==> src/hw/wd_rti_defines.svh <==
`ifndef WD_RTI_DEFINES_SVH
`define WD_RTI_DEFINES_SVH

// Register indexes; byte address is four times the index
`define IDX_PERIODIC_COUNT   15'h7021
`define IDX_WATCHDOG_COUNT   15'h7023
`define IDX_WATCHDOG_KEY     15'h7025
`define IDX_PERIODIC_CONTROL 15'h7027
`define IDX_WATCHDOG_CONTROL 15'h7029

// Field positions
`define PCTL_FLAG_BIT 7
`define PCTL_ENA_BIT  6
`define WCTL_FLAG_BIT 7

// Constants and reset values
`define CHECK_PATTERN 3'h5
`define KEY_ARM       8'h55
`define KEY_CLEAR     8'hAA
`define TAP_RESET     3'h0
`define COUNT_RESET   8'h00
`define FRC_RESET     7'h00
`define SLOW_CLOCK_HZ 16384

`endif

==> src/hw/wd_rti_pkg.sv <==
package wd_rti_pkg;

	typedef struct packed {
		logic        psel;
		logic        penable;
		logic        pwrite;
		logic [31:0] paddr;
		logic [31:0] pwdata;
	} apb_req_t;

	typedef enum logic [2:0] {
		REG_NONE = 3'h0,
		REG_PCNT = 3'h1,
		REG_WCNT = 3'h2,
		REG_KEY  = 3'h3,
		REG_PCTL = 3'h4,
		REG_WCTL = 3'h5
	} reg_sel_t;

	typedef enum logic [0:0] {
		KEY_IDLE  = 1'b0,
		KEY_ARMED = 1'b1
	} key_state_t;

endpackage

==> src/hw/wd_rti_timer.sv <==
`timescale 1ns/1ps
`include "wd_rti_defines.svh"

module wd_rti_timer #(
	parameter int CHECK_W = 3
) (
	input  wire logic                 clk,
	input  wire logic                 reset,
	input  wire logic                 power_on_reset,
	input  wire logic                 slow_tick,
	input  wire logic                 halt,
	input  wire logic                 irq_ack,
	input  wire wd_rti_pkg::apb_req_t apb,
	output logic [31:0]               prdata,
	output logic                      pready,
	output logic                      pslverr,
	output logic                      periodic_irq,
	output logic                      sys_reset_req
);

	// ----------------------------------------
	// Parameter check
	// ----------------------------------------
	if (CHECK_W != 3) begin : bad_check_w
		$error("CHECK_W must be 3");
	end
	// A slower reset tap would stretch the first timeout after every reset
	if (`TAP_RESET != 3'h0) begin : bad_tap_reset
		$error("reset tap must be the fastest watchdog rate");
	end
	// Equal keys would let two writes of one value finish the service sequence
	if (`KEY_ARM == `KEY_CLEAR) begin : bad_keys
		$error("arm and clear keys must differ");
	end
	if (`CHECK_PATTERN == 3'h0) begin : bad_pattern
		$error("an all-zero check pattern cannot catch a cleared register");
	end

	// ----------------------------------------
	// Helpers
	// ----------------------------------------
	// True when the n lowest bits of v are all ones
	function automatic logic low_ones(input logic [7:0] v, input logic [3:0] n);
		logic r;
		r = 1'b1;
		for (int i = 0; i < 8; i++) begin
			if ((4'(i) < n) && !v[i]) begin
				r = 1'b0;
			end
		end
		return r;
	endfunction

	function automatic logic [31:0] addr_of(input logic [14:0] idx);
		return {15'h0000, idx, 2'h0};
	endfunction

	function automatic wd_rti_pkg::reg_sel_t decode(input logic [31:0] a);
		wd_rti_pkg::reg_sel_t s;
		if (a == addr_of(`IDX_PERIODIC_COUNT)) begin
			s = wd_rti_pkg::REG_PCNT;
		end else if (a == addr_of(`IDX_WATCHDOG_COUNT)) begin
			s = wd_rti_pkg::REG_WCNT;
		end else if (a == addr_of(`IDX_WATCHDOG_KEY)) begin
			s = wd_rti_pkg::REG_KEY;
		end else if (a == addr_of(`IDX_PERIODIC_CONTROL)) begin
			s = wd_rti_pkg::REG_PCTL;
		end else if (a == addr_of(`IDX_WATCHDOG_CONTROL)) begin
			s = wd_rti_pkg::REG_WCTL;
		end else begin
			s = wd_rti_pkg::REG_NONE;
		end
		return s;
	endfunction

	// ----------------------------------------
	// State
	// ----------------------------------------
	logic [6:0]             frc;
	logic [7:0]             periodic_count;
	logic [7:0]             watchdog_count;
	logic                   periodic_overflow_flag;
	logic                   periodic_irq_enable;
	logic [2:0]             periodic_tap_select;
	logic [2:0]             watchdog_tap_select;
	logic [CHECK_W-1:0]     watchdog_check_field;
	logic                   watchdog_reset_flag;
	logic                   wd_overflowed;
	wd_rti_pkg::key_state_t key_state;

	// ----------------------------------------
	// Bus decode
	// ----------------------------------------
	wd_rti_pkg::reg_sel_t sel;
	logic                 access;
	logic                 commit;
	logic                 do_write;
	logic [7:0]           wbyte;

	assign sel      = decode(apb.paddr);
	assign access   = apb.psel && apb.penable;
	assign commit   = access && pready;
	assign do_write = commit && apb.pwrite;
	assign wbyte    = apb.pwdata[7:0];

	// ----------------------------------------
	// Write strobes
	// ----------------------------------------
	logic wr_pcnt;
	logic wr_key;
	logic wr_pctl;
	logic wr_wctl;

	// Single clock domain: slow rates are enables, so writes land directly
	assign wr_pcnt = do_write && (sel == wd_rti_pkg::REG_PCNT);
	assign wr_key  = do_write && (sel == wd_rti_pkg::REG_KEY);
	assign wr_pctl = do_write && (sel == wd_rti_pkg::REG_PCTL);
	assign wr_wctl = do_write && (sel == wd_rti_pkg::REG_WCTL);

	// ----------------------------------------
	// Tap events
	// ----------------------------------------
	logic frc_ovf;
	logic wd_tick;
	logic rti_tick;
	logic rti_run;

	// Halt stops the periodic path only; the watchdog keeps counting
	assign rti_run = slow_tick && !halt;
	assign frc_ovf = slow_tick && (&frc);

	always_comb begin
		if (watchdog_tap_select <= 3'h1) begin
			wd_tick = slow_tick;
		end else begin
			wd_tick = slow_tick && low_ones({1'b0, frc}, {1'b0, watchdog_tap_select} - 4'h1);
		end
	end

	// ----------------------------------------
	// Periodic tap multiplexer
	// ----------------------------------------
	// Four taps come from the prescaler alone, four from the periodic counter at the prescaler wrap
	always_comb begin
		case (periodic_tap_select)
			3'h0: rti_tick = rti_run && low_ones({1'b0, frc}, 4'h2);
			3'h1: rti_tick = rti_run && low_ones({1'b0, frc}, 4'h4);
			3'h2: rti_tick = rti_run && low_ones({1'b0, frc}, 4'h6);
			3'h3: rti_tick = rti_run && (&frc);
			3'h4: rti_tick = rti_run && (&frc) && low_ones(periodic_count, 4'h1);
			3'h5: rti_tick = rti_run && (&frc) && low_ones(periodic_count, 4'h2);
			3'h6: rti_tick = rti_run && (&frc) && low_ones(periodic_count, 4'h4);
			default: rti_tick = rti_run && (&frc) && low_ones(periodic_count, 4'h7);
		endcase
	end

	// ----------------------------------------
	// Free-running prescaler
	// ----------------------------------------
	// No software path touches it, so every clear leaves it running
	always_ff @(posedge clk or posedge reset) begin
		if (reset) begin
			frc <= `FRC_RESET;
		end else if (slow_tick) begin
			frc <= frc + 7'h01;
		end
	end

	// ----------------------------------------
	// Periodic counter
	// ----------------------------------------
	// Bit 7 feeds no tap but keeps counting as an extension of the count
	always_ff @(posedge clk or posedge reset) begin
		if (reset) begin
			periodic_count <= `COUNT_RESET;
		end else if (wr_pcnt) begin
			periodic_count <= `COUNT_RESET;
		end else if (rti_run && frc_ovf) begin
			periodic_count <= periodic_count + 8'h01;
		end
	end

	// ----------------------------------------
	// Periodic control
	// ----------------------------------------
	always_ff @(posedge clk or posedge reset) begin
		if (reset) begin
			periodic_irq_enable <= 1'b0;
			periodic_tap_select <= `TAP_RESET;
		end else if (wr_pctl) begin
			periodic_irq_enable <= wbyte[`PCTL_ENA_BIT];
			periodic_tap_select <= wbyte[2:0];
		end
	end

	// ----------------------------------------
	// Periodic overflow flag
	// ----------------------------------------
	// Hardware set wins over a software clear in the same cycle
	always_ff @(posedge clk or posedge reset) begin
		if (reset) begin
			periodic_overflow_flag <= 1'b0;
		end else if (rti_tick) begin
			periodic_overflow_flag <= 1'b1;
		end else if (wr_pctl) begin
			periodic_overflow_flag <= wbyte[`PCTL_FLAG_BIT];
		end
	end

	// ----------------------------------------
	// Periodic interrupt request
	// ----------------------------------------
	// Flag writes never reach this; only tap events raise a request
	always_ff @(posedge clk or posedge reset) begin
		if (reset) begin
			periodic_irq <= 1'b0;
		end else if (wr_pctl && !wbyte[`PCTL_ENA_BIT]) begin
			periodic_irq <= 1'b0;
		end else if (rti_tick && periodic_irq_enable) begin
			periodic_irq <= 1'b1;
		end else if (irq_ack) begin
			periodic_irq <= 1'b0;
		end
	end

	// ----------------------------------------
	// Watchdog key sequence
	// ----------------------------------------
	logic key_arm;
	logic key_clear;
	logic key_bad;

	// Any mix of arm and clear keys is harmless; only arm then clear services
	assign key_arm   = wr_key && (wbyte == `KEY_ARM);
	assign key_clear = wr_key && (wbyte == `KEY_CLEAR) && (key_state == wd_rti_pkg::KEY_ARMED);
	assign key_bad   = wr_key && (wbyte != `KEY_ARM) && (wbyte != `KEY_CLEAR);

	always_ff @(posedge clk or posedge reset) begin
		if (reset) begin
			key_state <= wd_rti_pkg::KEY_IDLE;
		end else if (wr_key) begin
			case (key_state)
				wd_rti_pkg::KEY_IDLE: begin
					if (key_arm) begin
						key_state <= wd_rti_pkg::KEY_ARMED;
					end
				end
				wd_rti_pkg::KEY_ARMED: begin
					if (!key_arm) begin
						key_state <= wd_rti_pkg::KEY_IDLE;
					end
				end
				default: begin
					key_state <= wd_rti_pkg::KEY_IDLE;
				end
			endcase
		end
	end

	// ----------------------------------------
	// Watchdog counter
	// ----------------------------------------
	// Starts straight after reset release; no enable bit exists
	always_ff @(posedge clk or posedge reset) begin
		if (reset) begin
			watchdog_count <= `COUNT_RESET;
		end else if (key_clear) begin
			watchdog_count <= `COUNT_RESET;
		end else if (wd_tick) begin
			watchdog_count <= watchdog_count + 8'h01;
		end
	end

	// Overflow waits one more selected count before resetting
	always_ff @(posedge clk or posedge reset) begin
		if (reset) begin
			wd_overflowed <= 1'b0;
		end else if (key_clear) begin
			wd_overflowed <= 1'b0;
		end else if (wd_tick && (&watchdog_count)) begin
			wd_overflowed <= 1'b1;
		end
	end

	// ----------------------------------------
	// Watchdog control
	// ----------------------------------------
	// Check field resets to the good pattern so the check cannot loop on reset
	always_ff @(posedge clk or posedge reset) begin
		if (reset) begin
			watchdog_tap_select  <= `TAP_RESET;
			watchdog_check_field <= `CHECK_PATTERN;
		end else if (wr_wctl) begin
			watchdog_tap_select  <= wbyte[2:0];
			watchdog_check_field <= wbyte[5:3];
		end
	end

	// ----------------------------------------
	// Reset request
	// ----------------------------------------
	logic wd_fire;
	logic chk_bad;

	assign wd_fire = (wd_overflowed && wd_tick) || key_bad;
	// Compared every cycle, so an upset flop resets as well as a bad write
	assign chk_bad = (watchdog_check_field != `CHECK_PATTERN);

	// Held until the system reset it causes clears it
	always_ff @(posedge clk or posedge reset) begin
		if (reset) begin
			sys_reset_req <= 1'b0;
		end else if (wd_fire || chk_bad) begin
			sys_reset_req <= 1'b1;
		end
	end

	// ----------------------------------------
	// Watchdog reset flag
	// ----------------------------------------
	// Survives system reset so software can see an overflow or bad-key cause
	always_ff @(posedge clk or posedge power_on_reset) begin
		if (power_on_reset) begin
			watchdog_reset_flag <= 1'b0;
		end else if (wd_fire) begin
			watchdog_reset_flag <= 1'b1;
		end else if (wr_wctl) begin
			watchdog_reset_flag <= wbyte[`WCTL_FLAG_BIT];
		end
	end

	// ----------------------------------------
	// Read path
	// ----------------------------------------
	logic [7:0] wctl_view;
	logic [7:0] pctl_view;
	logic [7:0] rbyte;

	// Check bits and unused bit 6 read as zero
	assign wctl_view = {watchdog_reset_flag, 4'h0, watchdog_tap_select};
	// Reserved bits 5 to 3 read as zero
	assign pctl_view = {periodic_overflow_flag, periodic_irq_enable, 3'h0, periodic_tap_select};

	always_comb begin
		case (sel)
			wd_rti_pkg::REG_PCNT: rbyte = periodic_count;
			wd_rti_pkg::REG_WCNT: rbyte = watchdog_count;
			wd_rti_pkg::REG_KEY:  rbyte = wctl_view;
			wd_rti_pkg::REG_PCTL: rbyte = pctl_view;
			wd_rti_pkg::REG_WCTL: rbyte = wctl_view;
			default:              rbyte = 8'h00;
		endcase
	end

	// ----------------------------------------
	// APB answer
	// ----------------------------------------
	// One wait state: pready rises one cycle into the access phase
	// Unmapped offsets answer with an error, read as zero and drop writes
	always_ff @(posedge clk or posedge reset) begin
		if (reset) begin
			pready  <= 1'b0;
			pslverr <= 1'b0;
			prdata  <= 32'h0000_0000;
		end else if (access && !pready) begin
			pready  <= 1'b1;
			pslverr <= (sel == wd_rti_pkg::REG_NONE);
			prdata  <= apb.pwrite ? 32'h0000_0000 : {24'h000000, rbyte};
		end else begin
			pready  <= 1'b0;
			pslverr <= 1'b0;
			prdata  <= 32'h0000_0000;
		end
	end

endmodule
==> config.mk <==
export PLATFORM = sky130hd
export DESIGN_NAME = wd_rti_timer
export DESIGN_NICKNAME = d
export VERILOG_FILES = /design/src/hw/wd_rti_pkg.sv /design/src/hw/wd_rti_timer.sv
export VERILOG_INCLUDE_DIRS = /design/src /design/src/hw
export SDC_FILE = /design/constraint.sdc
export NUM_CORES = 1
export LEC_CHECK = 0
export BUFFER_PORTS_ARGS = -buffer_cell sky130_fd_sc_hd__buf_4
export CORE_ASPECT_RATIO = 0.75
export CORE_MARGIN = 5
export CORE_UTILIZATION = 53
export DETAILED_ROUTE_END_ITERATION = 10
export MAX_ROUTING_LAYER = met4
export PLACE_DENSITY = 0.85
export SLEW_MARGIN = 20
export SYNTH_ARGS = -nofsm -noshare
export SYNTH_HDL_FRONTEND = slang
export SYNTH_SLANG_ARGS = --single-unit
==> constraint.sdc <==
create_clock -name clk -period 3.5 [get_ports clk]
set_input_delay 0.7 -clock clk [delete_from_list [all_inputs] [get_ports clk]]
set_output_delay 0.7 -clock clk [all_outputs]
set_load 0.01 [all_outputs]
# After elaboration in Yosys (flattened, before gate mapping)
# Cells that the tools add are included.
# W data, S select, Z words.
# totals
regBits	73
input_bits	73
output_inout_bits	36
elab_cells	165
# classes
n_addsub	4
n_lt_le_gt_ge	9
eq_ne	21
n_mux	55
n_reduce_logical	60
# ops
op	n
$eq A32 B17 Y1 const B	5
$mux W8	6
$mux W1	42
$logic_and A1 B1 Y1	36
$pmux W8 S4	1
$add A8 B1 Y8 const B	2
$lt A3 B4 Y1 const A	4
$eq A3 B3 Y1 const B	5
$mux W3	5
$eq A3 B2 Y1 const B	4
$logic_not A1 Y1	10
$reduce_bool A2 Y1	5
$eq A8 B7 Y1 const B	1
$eq A8 B8 Y1 const B	1
$lt A1 B4 Y1 const A	2
$lt A2 B4 Y1 const A	2
$ne A8 B7 Y1 const B	1
$ne A8 B8 Y1 const B	1
$reduce_and A8 Y1	1
$add A7 B1 Y7 const B	1
$pmux W1 S7	1
$reduce_and A7 Y1	1
$reduce_or A7 Y1	1
$eq A3 B1 Y1 const B	2
7 further kinds	9

# Longest topological paths before layout
# logic_depth
word_depth	17
mapped_depth	7
depth_no_buf	7

# Least setup slack after synthesis
# No wires, ideal clock.
# synth_path
path_kind	in2reg
from	input port apb[4] in the netlist's numbering
to	register watchdog_count[5]
setup_time_ps	134
arrival_ps	1912
required_ps	3366
setup_slack_ps	1455
stages	6
path_buffers	1
cell_sequence	or4b_1 > nor4_2 > nand4_2 > buf_6 > nand2_1 > mux2i_1
# synth_via
elab_chain_cells	4
word_cells_on_any_way	5
classes_between	1 x eq/ne; 1 x mux; 3 x reduce/logical
# synth_lines
element	line_no	rtl
start, declared	wd_rti_timer.sv:13	input wire wd_rti_pkg::apb_req_t apb,
$eq A8 B8 Y1 (no line) *	-	
$logic_and A1 B1 Y1 * (2 in series)	wd_rti_timer.sv:235	assign key_clear = wr_key && (wbyte == `KEY_CLEAR) && (key_state == wd_rti_pkg::KEY_ARMED);
$mux W8 or $reduce_bool A2 Y1 (tied branches)	-	
end signal, assigned	wd_rti_timer.sv:266	watchdog_count <= `COUNT_RESET;
end signal, assigned	wd_rti_timer.sv:268	watchdog_count <= `COUNT_RESET;
end signal, assigned	wd_rti_timer.sv:270	watchdog_count <= watchdog_count + 8'h01;
end, declared	wd_rti_timer.sv:81	logic [7:0] watchdog_count;
# Mark *: on every way between the ends. The rest lies on a longest branch, timed or not.
# A chain may end at the register's enable or synchronous reset.

# Final worst setup path
# layout_path
from	register watchdog_tap_select[1]
to	register watchdog_count[7]
# layout_via
elab_chain_cells	15
word_cells_on_any_way	29
classes_between	1 x add/sub; 9 x order compare; 10 x mux; 9 x reduce/logical
# layout_lines
element	line_no	rtl
start, declared	wd_rti_timer.sv:85	logic [2:0] watchdog_tap_select;
start signal, assigned	wd_rti_timer.sv:291	watchdog_tap_select <= `TAP_RESET;
start signal, assigned	wd_rti_timer.sv:294	watchdog_tap_select <= wbyte[2:0];
$sub A3 B1 Y4	wd_rti_timer.sv:136	wd_tick = slow_tick && low_ones({1'b0, frc}, {1'b0, watchdog_tap_select} - 4'h1);
$lt A1 B4 Y1	wd_rti_timer.sv:47	if ((4'(i) < n) && !v[i]) begin
$logic_and A1 B1 Y1	wd_rti_timer.sv:47	
$mux W1 (8 in series)	wd_rti_timer.sv:47	
$mux W1	wd_rti_timer.sv:133	if (watchdog_tap_select <= 3'h1) begin
$logic_and A1 B1 Y1	wd_rti_timer.sv:136	
$mux W1 *	wd_rti_timer.sv:133	
$reduce_bool A2 Y1 (no line) *	-	
# Mark *: on every way between the ends. The rest lies on a longest branch, timed or not. The select of a mux whose other input is x is not followed.

==> results.sh <==
export IMPL_cp_arrival_ns=2.40
export IMPL_drive_above_1_share_pct=23.68
export IMPL_p_seq_share_pct=52.9
export IMPL_die_area_mm2=0.007094
export IMPL_first_iter_violations=105
export IMPL_postSynthAreaPerCell_um2=9.709
export IMPL_fin_crit_ns=2.184
export IMPL_finClkSkew_ns=0.004413
export IMPL_fill_cells=445
export IMPL_core_mm2=0.005324
export IMPL_p_sw_share_pct=31.94
export IMPL_diodes=0
export IMPL_synth_edf_count=0
export IMPL_worstPathRequired_ns=3.72
export IMPL_post_cts_buffers=0
export IMPL_cp_startpoint="watchdog_tap_select[1]"
export IMPL_wl_um=6298
export IMPL_p_sw_mw=0.4500
export IMPL_initial_core_util_pct=54.71
export IMPL_grt_use_total_pct=18.67
export IMPL_grt_pass1_vias=2181
export IMPL_hold_class="primary input to asynchronous set/reset pin"
export IMPL_io_pins=109
export IMPL_final_util_pct=63.88
export IMPL_cp_max_fo=5
export IMPL_hpwl_um=5009
export IMPL_yosysWarnings=0
export IMPL_crit_path_max_incr_delay_ns=0.45
export IMPL_final_cells=434
export IMPL_cts_sinks=49
export IMPL_clk_latency_ns=0.29
export IMPL_area_growth_syn_to_layout_pct=16.75
export IMPL_routed_via_density=5.435
export IMPL_power_leakage_nw=1.676
export IMPL_grt_max_degree=28
export IMPL_drv_cap=0
export IMPL_grt_overflow=0
export IMPL_row_count=23
export IMPL_yosysSeqAreaShare_pct=42.18
export IMPL_routedWlPerCell_um=14.51
export IMPL_setup_violations=0
export IMPL_cp_cell_sequence="inv_1 > ha_1 > nor2_1 > o31a_1 > o22a_1 > nor4_1 > mux2i_1"
export IMPL_num_vias=2359
export IMPL_tightest_slew_ns=0.8903
export IMPL_nNetsFinal=438
export IMPL_yosys_area_top_type="dfrtp_1"
export IMPL_layout_common_cells="buf_4 (61), dfrtp_1 (47), nand2_1 (30)"
export IMPL_r2r_start="watchdog_tap_select[1]"
export IMPL_synth_top_area_share_pct=40.38
export IMPL_ys_async_sr_fraction_pct=100.0
export IMPL_rsz0062_at_grt="false"
export IMPL_synth_cells=300
export IMPL_dieWidth_um=95.60
export IMPL_p_int_mw=0.9591
export IMPL_htree_num_levels=2
export IMPL_p_clk_share_pct=22.2
export IMPL_antenna_found_initial=0
export IMPL_synth_ff_type="dfrtp_1"
export IMPL_ys_types=50
export IMPL_hold_buffers=0
export IMPL_synth_area_leaders="dfrtp_1 (40%), mux2i_1 (6.2%), buf_4 (6.2%)"
export IMPL_slew_violations=0
export IMPL_setup_tns_ns=0
export IMPL_dp_cells=426
export IMPL_layout_commonest_cell="buf_4"
export IMPL_clock_fmax_ghz=0.4578
export IMPL_path_class="flop to flop"
export IMPL_cts_buffers=5
export IMPL_peakVddDrop_v=0.0004528
export IMPL_status="finished clean"
export IMPL_first_pass_iters=4
export IMPL_port_buffers=60
export IMPL_hold_viol=0
export IMPL_critPathCaptureType="flop"
export IMPL_cts_root_buf="clkbuf_8"
export IMPL_clockBufferDepth=2
export IMPL_grt_pass1_wl_um=10140
export IMPL_drc=0
export IMPL_maxSlewHeadroom_pct=40.28
export IMPL_cts_tree="done"
export IMPL_gp_congestion=0.8647
export IMPL_post_route_period_util_pct=62.41
export IMPL_cts_clk_slew_worst_paths_ns=0.08
export IMPL_pwr_share_comb_pct=25.0
export IMPL_die_h_um=74.20
export IMPL_cp_start_kind="flop"
export IMPL_slowest_stage="dfrtp_1"
export IMPL_ant_nets=0
export IMPL_cts_resized=0
export IMPL_synth_area_mm2=0.002913
export IMPL_ys_seq_elements=49
export IMPL_reg2reg_depth=7
export IMPL_p_per_area_mw_per_mm2=414.4
## cell usage after synthesis (6+ instances only)
| cell type | count |
|---|---|
| nand4_1 | 9 |
| xor2_1 | 6 |
| buf_4 | 24 |
| nand2b_1 | 6 |
| nor2_1 | 20 |
| and2_1 | 7 |
| a21oi_1 | 7 |
| inv_1 | 10 |
| o21ai_0 | 9 |
| dfrtp_1 | 47 |
| nor4_1 | 8 |
| nand3_1 | 9 |
| ha_1 | 7 |
| nand2_1 | 30 |
| mux2i_1 | 18 |
| mux2_2 | 11 |
## state kept, by name (all words and copies together), names as in the netlist, 3 cells and up
register	flops
periodic_count	8
prdata	8
watchdog_count	8
frc	7
periodic_tap_select	3
watchdog_check_field	3
watchdog_tap_select	3
## final timing paths
check | end | slack (ns)
worst max register to register | watchdog_count[7] | 1.32
worst min-delay path | watchdog_reset_flag | 0.24
max in group asynchronous | watchdog_check_field[2] | 2.23
worst min register to register | frc[6] | 0.50
worst max-delay path | watchdog_count[7] | 1.32
min in group clk | frc[6] | 0.50
## routing by layer
layer  vias up  track usage [%]  wire length (um)
met4         0            4.101                46
met3         6            4.044               481
li1       1135                -                 -
met1      1128            25.34              2862
met2        90            28.97              2908
met5         -                -                 0
## layout make-up
type / count / area [um^2] / area share [%]
timing repair buffer: 61 / 457.9 / 13.47
sequential: 49 / 1229 / 36.13
tap: 75 / 93.84 / 2.759
clock inverter: 2 / 10.01 / 0.2943
clock buffer: 6 / 72.57 / 2.134
multi-input combinational: 231 / 1500 / 44.11
inverter: 10 / 37.54 / 1.104
## stage by stage
step	hold WS, ns	area [um^2]	total power [mW]	worst slack, ns
after floorplan	0.4287	2999	0.9966	1.455
after CTS	0.2278	3401	1.419	1.344
after detailed placement	0.4841	3318	1.106	1.036
final	0.2350	3401	1.409	1.316
after global routing	0.2299	3401	1.505	1.161
after global placement	0.4674	3318	1.092	1.071
## power by group through the flow
| stage | sequential [mW] | clock [mW] | combinational [mW] |
|---|---|---|---|
| 4_1_cts | 0.743 | 0.322 | 0.354 |
| 3_3_place_gp | 0.751 | 0 | 0.341 |
| 5_1_grt | 0.761 | 0.345 | 0.399 |
| 6_report | 0.745 | 0.312 | 0.352 |
| 3_5_place_dp | 0.754 | 0 | 0.353 |
| 2_1_floorplan | 0.722 | 0 | 0.274 |
## kinds of logic after synthesis
family / after synthesis / share of synthesized area, %
adder cells (fa/ha/maj): 7 / 3.007
flip-flops: 49 / 42.18
XOR/XNOR: 11 / 3.307
buffers and inverters: 43 / 9.278
AO/OA/AOI/OAI: 37 / 8.162
AND/OR/NAND/NOR: 123 / 23.50
other: 1 / 0.1287
multiplexers: 29 / 10.44
## worst max-delay path, delay by kind of cell (launching register included)
kind / cells / cell delay [ns]
AO/OA/AOI/OAI: 2 / 0.53
flip-flops: 1 / 0.45
buffers and inverters: 1 / 0.11
multiplexers: 1 / 0.23
AND/OR/NAND/NOR: 2 / 0.45
adder cells (fa/ha/maj): 1 / 0.33
No activity file was read; power rests on OpenSTA's default activity.
